## src/hw/ptc_map.vh

```
// Purpose: Offsets, field positions and reset values of the calibration bank
// Assumes: 8-bit register addresses, 24-bit register data
// Notes:   Included by the bank and by the register cell
`ifndef PTC_MAP_VH
`define PTC_MAP_VH

// ---------------------------------------------------------------
// Register offsets
// ---------------------------------------------------------------
`define PTC_TX2_HI_REF_COEFF_OFS 8'h45
`define PTC_TX2_HI_EXT_COEFF_OFS 8'h46
`define PTC_TX0_LO_REF_OFS 8'h47
`define PTC_TX0_HI_REF_OFS 8'h48
`define PTC_TX1_LO_REF_OFS 8'h49
`define PTC_FIRST_OFS 8'h45
`define PTC_NUM_REGS 5

// ---------------------------------------------------------------
// Field layout and reset values
// ---------------------------------------------------------------
`define PTC_DATA_W 24
`define PTC_FIELD_W 12
`define PTC_HI_FIELD_MSB 23
`define PTC_HI_FIELD_LSB 12
`define PTC_LO_FIELD_MSB 11
`define PTC_LO_FIELD_LSB 0
`define PTC_ZERO_RST 24'h000000
`define PTC_TX0_LO_RST 24'h800800
`define PTC_READ_ZERO 24'h000000

`endif

```

## src/hw/ptc_reg_cell.v

```verilog
// Purpose: One 24-bit read/write calibration register with its own reset value
// Assumes: Single clock, asynchronous active-low reset
// Notes:   Reset value is a parameter so one cell serves every register
`timescale 1ns/1ns
`include "ptc_map.vh"

module ptc_reg_cell #(
  parameter [`PTC_DATA_W-1:0] RESET_VALUE = `PTC_ZERO_RST
) (
  // Clock and reset
  input wire mclk_in,
  input wire rst_n_in,
  // Write side
  input wire wr_sel_in,
  input wire [`PTC_DATA_W-1:0] wdata_in,
  // Stored value
  output wire [`PTC_DATA_W-1:0] value_out
);

  reg [`PTC_DATA_W-1:0] value_reg;

  // ---------------------------------------------------------------
  // Storage
  // ---------------------------------------------------------------
  // Holds the last written word, or the reset value until a write
  always @(posedge mclk_in or negedge rst_n_in) begin
    if (!rst_n_in) begin
      value_reg <= RESET_VALUE;
    end else if (wr_sel_in) begin
      value_reg <= wdata_in;
    end
  end

  assign value_out = value_reg;

endmodule // ptc_reg_cell

```

## src/hw/ptc_calib_regs.v

```verilog
// Purpose: Phase temperature calibration register bank, offsets 45h to 49h
// Assumes: Internal register port from the serial host interface, same clock
// Notes:   Read data is registered; unmapped reads return zero
`timescale 1ns/1ns
`include "ptc_map.vh"

module ptc_calib_regs #(
  parameter NUM_REGS = `PTC_NUM_REGS
) (
  // Clock and reset
  input wire mclk_in,
  input wire rst_n_in,
  // Register port from the host interface
  input wire [7:0] addr_in,
  input wire wr_en_in,
  input wire rd_en_in,
  input wire [`PTC_DATA_W-1:0] wdata_in,
  output reg [`PTC_DATA_W-1:0] rdata_out,
  output reg rvalid_out,
  output wire hit_out,
  // Correction enable, driven by the neighbouring control register
  input wire temp_correction_enable_in,
  // Values towards the phase correction datapath
  output wire temp_corr_active_out,
  output reg [`PTC_FIELD_W-1:0] onchip_ref_temp_ch2_high_out,
  output reg [`PTC_FIELD_W-1:0] onchip_phase_coeff_ch0_low_out,
  output reg [`PTC_FIELD_W-1:0] ext_ref_temp_ch2_high_out,
  output reg [`PTC_FIELD_W-1:0] ext_phase_coeff_ch0_low_out,
  output reg [`PTC_FIELD_W-1:0] ext_ref_temp_ch0_low_out,
  output reg [`PTC_FIELD_W-1:0] onchip_ref_temp_ch0_low_out,
  output reg [`PTC_FIELD_W-1:0] ext_ref_temp_ch0_high_out,
  output reg [`PTC_FIELD_W-1:0] onchip_ref_temp_ch0_high_out,
  output reg [`PTC_FIELD_W-1:0] ext_ref_temp_ch1_low_out,
  output reg [`PTC_FIELD_W-1:0] onchip_ref_temp_ch1_low_out
);

  // ---------------------------------------------------------------
  // Address decode
  // ---------------------------------------------------------------
  // Index of an offset inside the bank; used by the write and read paths
  function [2:0] bank_index;
    input [7:0] addr;
    reg [7:0] diff;
    begin
      diff = addr - `PTC_FIRST_OFS;
      bank_index = diff[2:0];
    end
  endfunction

  // True when the offset falls on one of the five registers
  function bank_hit;
    input [7:0] addr;
    begin
      bank_hit = (addr >= `PTC_FIRST_OFS) && (addr <= `PTC_TX1_LO_REF_OFS);
    end
  endfunction

  wire [2:0] sel_index;
  wire [`PTC_DATA_W*NUM_REGS-1:0] bank_flat;
  reg [`PTC_DATA_W-1:0] rd_word;

  assign sel_index = bank_index(addr_in);
  assign hit_out = bank_hit(addr_in);

  // ---------------------------------------------------------------
  // Register cells
  // ---------------------------------------------------------------
  // Only offset 47h comes out of reset non-zero; every other cell clears
  genvar g;
  generate
    for (g = 0; g < NUM_REGS; g = g + 1) begin : g_cell
      localparam [`PTC_DATA_W-1:0] CELL_RST =
        (g == (`PTC_TX0_LO_REF_OFS - `PTC_FIRST_OFS)) ? `PTC_TX0_LO_RST : `PTC_ZERO_RST;
      ptc_reg_cell #(
        .RESET_VALUE(CELL_RST)
      ) u_cell (
        .mclk_in(mclk_in),
        .rst_n_in(rst_n_in),
        .wr_sel_in(wr_en_in && hit_out && (sel_index == g)),
        .wdata_in(wdata_in),
        .value_out(bank_flat[g*`PTC_DATA_W +: `PTC_DATA_W])
      );
    end
  endgenerate

  // ---------------------------------------------------------------
  // Read path
  // ---------------------------------------------------------------
  // Unmapped offsets read zero so a stray host read stays harmless
  always @* begin
    if (hit_out) begin
      rd_word = bank_flat[sel_index*`PTC_DATA_W +: `PTC_DATA_W];
    end else begin
      rd_word = `PTC_READ_ZERO;
    end
  end

  // Data registered one cycle after the strobe; a same-cycle write shows next read
  always @(posedge mclk_in or negedge rst_n_in) begin
    if (!rst_n_in) begin
      rdata_out <= `PTC_READ_ZERO;
      rvalid_out <= 1'b0;
    end else begin
      rvalid_out <= rd_en_in;
      if (rd_en_in) begin
        rdata_out <= rd_word;
      end
    end
  end

  // ---------------------------------------------------------------
  // Field outputs
  // ---------------------------------------------------------------
  // Coefficients are forced to zero while correction is off, so the datapath
  // applies no temperature term; loading order is left to the host
  assign temp_corr_active_out = temp_correction_enable_in;

  wire [`PTC_DATA_W-1:0] r45 = bank_flat[0*`PTC_DATA_W +: `PTC_DATA_W];
  wire [`PTC_DATA_W-1:0] r46 = bank_flat[1*`PTC_DATA_W +: `PTC_DATA_W];
  wire [`PTC_DATA_W-1:0] r47 = bank_flat[2*`PTC_DATA_W +: `PTC_DATA_W];
  wire [`PTC_DATA_W-1:0] r48 = bank_flat[3*`PTC_DATA_W +: `PTC_DATA_W];
  wire [`PTC_DATA_W-1:0] r49 = bank_flat[4*`PTC_DATA_W +: `PTC_DATA_W];

  // Registered copies keep the datapath away from the host decode timing
  always @(posedge mclk_in or negedge rst_n_in) begin
    if (!rst_n_in) begin
      onchip_ref_temp_ch2_high_out <= {`PTC_FIELD_W{1'b0}};
      onchip_phase_coeff_ch0_low_out <= {`PTC_FIELD_W{1'b0}};
      ext_ref_temp_ch2_high_out <= {`PTC_FIELD_W{1'b0}};
      ext_phase_coeff_ch0_low_out <= {`PTC_FIELD_W{1'b0}};
      ext_ref_temp_ch0_low_out <= {`PTC_FIELD_W{1'b0}};
      onchip_ref_temp_ch0_low_out <= {`PTC_FIELD_W{1'b0}};
      ext_ref_temp_ch0_high_out <= {`PTC_FIELD_W{1'b0}};
      onchip_ref_temp_ch0_high_out <= {`PTC_FIELD_W{1'b0}};
      ext_ref_temp_ch1_low_out <= {`PTC_FIELD_W{1'b0}};
      onchip_ref_temp_ch1_low_out <= {`PTC_FIELD_W{1'b0}};
    end else begin
      onchip_ref_temp_ch2_high_out <= r45[`PTC_HI_FIELD_MSB:`PTC_HI_FIELD_LSB];
      ext_ref_temp_ch2_high_out <= r46[`PTC_HI_FIELD_MSB:`PTC_HI_FIELD_LSB];
      if (temp_correction_enable_in) begin
        onchip_phase_coeff_ch0_low_out <= r45[`PTC_LO_FIELD_MSB:`PTC_LO_FIELD_LSB];
        ext_phase_coeff_ch0_low_out <= r46[`PTC_LO_FIELD_MSB:`PTC_LO_FIELD_LSB];
      end else begin
        onchip_phase_coeff_ch0_low_out <= {`PTC_FIELD_W{1'b0}};
        ext_phase_coeff_ch0_low_out <= {`PTC_FIELD_W{1'b0}};
      end
      ext_ref_temp_ch0_low_out <= r47[`PTC_HI_FIELD_MSB:`PTC_HI_FIELD_LSB];
      onchip_ref_temp_ch0_low_out <= r47[`PTC_LO_FIELD_MSB:`PTC_LO_FIELD_LSB];
      ext_ref_temp_ch0_high_out <= r48[`PTC_HI_FIELD_MSB:`PTC_HI_FIELD_LSB];
      onchip_ref_temp_ch0_high_out <= r48[`PTC_LO_FIELD_MSB:`PTC_LO_FIELD_LSB];
      ext_ref_temp_ch1_low_out <= r49[`PTC_HI_FIELD_MSB:`PTC_HI_FIELD_LSB];
      onchip_ref_temp_ch1_low_out <= r49[`PTC_LO_FIELD_MSB:`PTC_LO_FIELD_LSB];
    end
  end

endmodule // ptc_calib_regs

```

## config.mk

```make
export PLATFORM = sky130hd
export DESIGN_NAME = ptc_calib_regs
export DESIGN_NICKNAME = d
export VERILOG_FILES = /design/src/hw/ptc_reg_cell.v /design/src/hw/ptc_calib_regs.v
export VERILOG_INCLUDE_DIRS = /design/src /design/src/hw
export SDC_FILE = /design/constraint.sdc
export NUM_CORES = 1
export LEC_CHECK = 0
export BUFFER_PORTS_ARGS = -buffer_cell sky130_fd_sc_hd__buf_2
export CORE_MARGIN = 4
export CORE_UTILIZATION = 52
export CTS_BUF_LIST = sky130_fd_sc_hd__clkbuf_8
export DETAILED_ROUTE_END_ITERATION = 16
export GPL_TIMING_DRIVEN = 0
export PLACE_DENSITY_LB_ADDON = 0.05
export SYNTH_ARGS = -nofsm -noshare
export SYNTH_HDL_FRONTEND = slang
export SYNTH_SLANG_ARGS = --single-unit
```

## constraint.sdc

```tcl
create_clock -name mclk_in -period 1.5 [get_ports mclk_in]
set_input_delay 0.15 -clock mclk_in [delete_from_list [all_inputs] [get_ports mclk_in]]
set_output_delay 0.15 -clock mclk_in [all_outputs]
set_load 0.03 [all_outputs]
```

* Word level (Yosys, flattened, before mapping)
Index checks and enable logic that the tools add are counted. Widths: inputs -> output; s select.
Operators by class: $add $sub $neg 1, multiply operators 1, $lt $le $gt $ge 2, eq/ne operators 4, shift operators 1, multiplexer cells 3, reductions and logical operators 8
Operators with widths (number):
- $shiftx 120x9->24 | 1
- $mux 12 | 2
- $mux 24 | 1
- $ge 8x7->1 const B | 1
- $le 8x7->1 const B | 1
- $logic_and 1x1->1 | 7
- $eq 3x2->1 const B | 2
- $mul 3x2->5 const B | 1
- $eq 3x1->1 const B | 1
- $eq 3x3->1 const B | 1
- $logic_not 3->1 | 1
- $sub 3x3->3 const B | 1
Storage, ports and cells: flip-flop bits (word level) 265

* Logic depth before layout (Yosys ltp)
word-level depth 4, mapped depth 10, depth with buffers taken out 6

* Cells and area by module
From an unflattened synthesis, not the netlist that was laid out.
Unflattened totals: cell total of the unflattened synthesis 592, area total of the unflattened synthesis 10307.4 um2
Modules (own cells, without submodules):
- ptc_calib_regs | times used 1, cells each 337, area each 5318.9 um2, seq. area each 3628.5 um2
- ptc_reg_cell at g_cell[0].u_cell ... | times used 4, cells each 51, area each 997.2 um2, seq. area each 600.6 um2
- ptc_reg_cell at g_cell[2].u_cell | times used 1, cells each 51, area each 999.7 um2, seq. area each 603.1 um2

* Least setup slack after synthesis
Ideal clock, no wire load.
kind input to register, start input port addr_in[0], end register g_cell[1].u_cell.value_reg[4], arrival 2051 ps, required time 1375 ps, setup slack -676 ps, stages on the path 10, path through buf_2 > buf_4 > inv_1 > ha_1 > buf_2 > and3b_1 > o211a_4 > nand2_4 > buf_6 > mux2_2
Between the ends: cells in the longest elaborated chain, start to end 4
RTL lines:
- from (decl) | line ptc_calib_regs.v:14 | input wire [7:0] addr_in,
- $ge 8x7->1 (no source line) or $le 8x7->1 (tied branches)
- $logic_and 1x1->1 | line ptc_calib_regs.v:54 | bank_hit = (addr >= `PTC_FIRST_OFS) && (addr <= `PTC_TX1_LO_REF_OFS);
- $logic_and 1x1->1 | line ptc_calib_regs.v:79 | .wr_sel_in(wr_en_in && hit_out && (sel_index == g)),
- $logic_and 1x1->1 (*) | line ptc_calib_regs.v:79
- to (signal assigned) | line ptc_reg_cell.v:30 | value_reg <= wdata_in;
- to (decl) | line ptc_reg_cell.v:20 | reg [`PTC_DATA_W-1:0] value_reg;
Mark *: on every way between the ends. The rest lies on a longest branch, timed or not. A chain may end at the register's enable or synchronous reset.

* Worst setup path in the final report
start input port addr_in[0], end output port hit_out
Between the ends: cells in the longest elaborated chain, start to end 2
RTL lines:
- $ge 8x7->1 (no source line) or $le 8x7->1 (tied branches)
- $logic_and 1x1->1 (*) | line ptc_calib_regs.v:54
- to (decl) | line ptc_calib_regs.v:20 | output wire hit_out,
Marks and branches as above.

==> flow_metrics.tcl <==
set metrics [dict create \
    status "complete, no violations" \
    syn_avg_cell_area_um2 16.7 \
    dr_total_vias 5904 \
    powerDensity_nw_per_um2 1250 \
    drc 0 \
    grt_overflow 0 \
    die_y_um 146 \
    wl_per_cell_um 20.8 \
    first_pass_iters 4 \
    grt_pass1_wl_mm 36.7 \
    fmax_mhz 685 \
    num_antenna_cells 0 \
    die_x_um 146 \
    peakVddDrop_v 0.000688 \
    ys_ff_latch 265 \
    syn_inst 590 \
    gp_congestion 0.801 \
    ys_warn_count 0 \
    fin_nets 890 \
    cp.required_ps 1350 \
    period_needed_ps 1460 \
    dieArea_um2 21200 \
    synthFlopType "dfrtp_1" \
    clk_path_buf_depth 3 \
    worstMarginPinSlew_ps 633 \
    power_switching_mw 3.86 \
    synth_edf_count 0 \
    wirelength_mm 23.1 \
    setup_viol 0 \
    p_leak_nw 6.92 \
    ys_types 30 \
    place_hpwl_mm 15.4 \
    start_util_pct 52.8 \
    report.final.slew_viol_count 0 \
    htreeDepth 2 \
    antenna_found_initial 2 \
    critPathCaptureType "output port" \
    clock_power_share_pct 41.6 \
    r2r_slack_ps 250 \
    area_growth_syn_to_layout_pct 28.5 \
    fin_skew_ps 17.4 \
    seq_area_frac_synth_pct 67.3 \
    clk_latency_ps 530 \
    p_int_mw 12.0 \
    synth_area_um2 9850 \
    drive_above_1_share_pct 50.6 \
    viasPerCell 5.30 \
    grt_pass1_vias 6368 \
    synthArstFlopShare_pct 100 \
    num-fill-cells 1319 \
    top_level_ports 184 \
    path_class "input pin to output port" \
    hold_violations 0 \
    grt_usage_pct 22.2 \
    critPathMaxFanout 7 \
    cts_tree "done" \
    p_comb_share_pct 10.0 \
    cp-start-kind "input pin" \
    hp-class "input pin to register" \
    drt-initial-drc-count 290 \
    cts.sinks 265 \
    io_buffer_count 183 \
    cap_violations 0 \
    critical_path_arrival_ps 1310 \
    fin_crit_sh_pct 97.3 \
    synth_nets 632 \
    relSlewSlack_pct 57.8 \
    fin_ws_ps 40.7 \
    fp.coreArea_um2 18600 \
    final_area_um2 12700 \
    place_area_um2 11400 \
    dp_worst_setup_slack_ps -698 \
    cts_root_buf "clkbuf_8" \
    clk_pin_slew_ps 60 \
    grt_max_degree 123 \
    swShare_pct 24.3 \
    ant_nets 0 \
    num_rows 50 \
    numCtsBuffers 42 \
    p_seq_share_pct 48.4 \
]
[synthesized netlist by cell type (3+ instances only)]
master | instances | share of area [%]
buf_2 | 10 | 0.51
and2_1 | 25 | 1.6
nand3_1 | 24 | 1.2
nand2_4 | 4 | 0.46
a311oi_1 | 24 | 2.1
nand2_1 | 24 | 0.91
mux2_4 | 51 | 7.8
buf_4 | 3 | 0.23
clkbuf_1 | 13 | 0.50
ha_1 | 5 | 0.64
mux2_2 | 69 | 7.9
mux4_2 | 24 | 5.5
nor2_1 | 25 | 0.95
dfrtp_1 | 263 | 67
buf_6 | 8 | 0.91
[layout make-up]
type	count	area (um2)	area share, %
plain buffers	33	310	2.45
clock buffers	57	785	6.20
clock inverters	18	156	1.24
inverters	2	15.0	0.119
multi-input cells	289	3170	25.1
flip-flops and latches	265	6630	52.4
well taps	234	293	2.31
repair buffers	215	1290	10.2
[critical path: stages]
cell     delay (ps)
buf_6           110
buf_12          120
buf_16          120
inv_8            50
ha_4            200
nor2b_4         170
o22ai_2          70
and2_4          180
buf_6           130
[state kept, by name, indices dropped and copies added (netlist names)]
name and flops:
rdata_out 24, onchip_ref_temp_ch2_high_out 12, rvalid_out 1, ext_ref_temp_ch0_high_out 12, onchip_phase_coeff_ch0_low_out 12, g_cell.u_cell.value_out 120, ext_ref_temp_ch2_high_out 12, ext_ref_temp_ch0_low_out 12
onchip_ref_temp_ch0_low_out 12, ext_ref_temp_ch1_low_out 12, onchip_ref_temp_ch0_high_out 12, ext_phase_coeff_ch0_low_out 12, onchip_ref_temp_ch1_low_out 12
[layout by cell type, fill, tap and decap left out, types with 2 or more instances in the layout]
master | netlist | layout
dlygate4sd3_1 | 0 | 27
mux2_2 | 69 | 40
buf_6 | 8 | 4
mux2_4 | 51 | 80
buf_16 | 0 | 3
nor2_1 | 25 | 24
dfstp_2 | 2 | 2
a311oi_1 | 24 | 24
bufinv_16 | 0 | 3
ha_4 | 0 | 2
buf_8 | 0 | 9
clkbuf_1 | 13 | 7
buf_4 | 3 | 9
ha_1 | 5 | 3
buf_2 | 10 | 184
clkbuf_8 | 0 | 58
nand2_4 | 4 | 4
mux4_2 | 24 | 24
nand3_1 | 24 | 24
inv_1 | 2 | 8
nand2b_1 | 2 | 2
clkbuf_2 | 0 | 3
dfrtp_1 | 263 | 263
clkinv_2 | 0 | 8
and2_1 | 25 | 24
nand2_1 | 24 | 24
[power groups by stage]
stage                     clock [mW]  combinational, mW  sequential [mW]
final                           6.60               1.58             7.69
after floorplan                    0              0.551             8.12
after detailed placement           0               1.51             7.81
after global placement             0               1.47             7.80
after global routing            7.11               1.69             7.72
after CTS                       6.76               1.59             7.68
[final timing paths]
path	startpoint	to	cells past startpoint
max in group asynchronous	rst_n_in	onchip_ref_temp_ch0_high_out[11]	3
min in group asynchronous	rst_n_in	ext_ref_temp_ch0_low_out[9]	2
hold / removal	addr_in[2]	rdata_out[23]	4
hold reg to reg	g_cell[4].u_cell.value_out[13]	ext_ref_temp_ch1_low_out[1]	0
setup reg to reg	g_cell[0].u_cell.value_out[20]	rdata_out[20]	3
setup / recovery	addr_in[0]	hit_out	9
[logic make-up (layout without fill, tap and decap cells)]
| logic type | Yosys count | count (layout) | share of synthesized area [%] |
|---|---|---|---|
| DFF | 265 | 265 | 67.3 |
| muxes | 145 | 145 | 21.2 |
| and+or+nand+nor | 110 | 110 | 5.92 |
| buffers and inverters | 36 | 325 | 2.22 |
| AOI/OAI and AO/OA | 27 | 27 | 2.45 |
| adders and majority gates | 5 | 5 | 0.635 |
| xor gates and xnor gates | 2 | 2 | 0.178 |
[routing by layer]
metal  vias to the layer above  GRT usage [%]  part of all wire [%]
li1                       2604              -                     -
met1                      3053           31.5                    43
met2                       202           34.9                    48
met3                        41           5.33                   7.2
met4                         4           5.98                   1.8
met5                         -              0                 0.091
[through the flow]
stage	std cells	total power [mW]	utilization, %	setup TNS, ps	hold slack, ps
6_report	1113	15.9	67.9	0	128
5_1_grt	1113	16.5	67.9	-1.06	148
4_1_cts	1113	16.0	67.7	0	114
3_5_place_dp	1009	9.32	60.9	-89070	138
3_3_place_gp	1007	9.26	60.6	-1162810	336
2_1_floorplan	590	8.67	-	-36530	-146
[what timing repair did]
item,CTS,global route
pin swaps,1,1
buffers inserted,3,0
endpoints found under the setup margin,101,13
endpoints found under the hold margin,193,0
cloned,0,0
resized for setup,9,9
hold buffers,27,0
No activity file was read; power rests on OpenSTA's default activity.
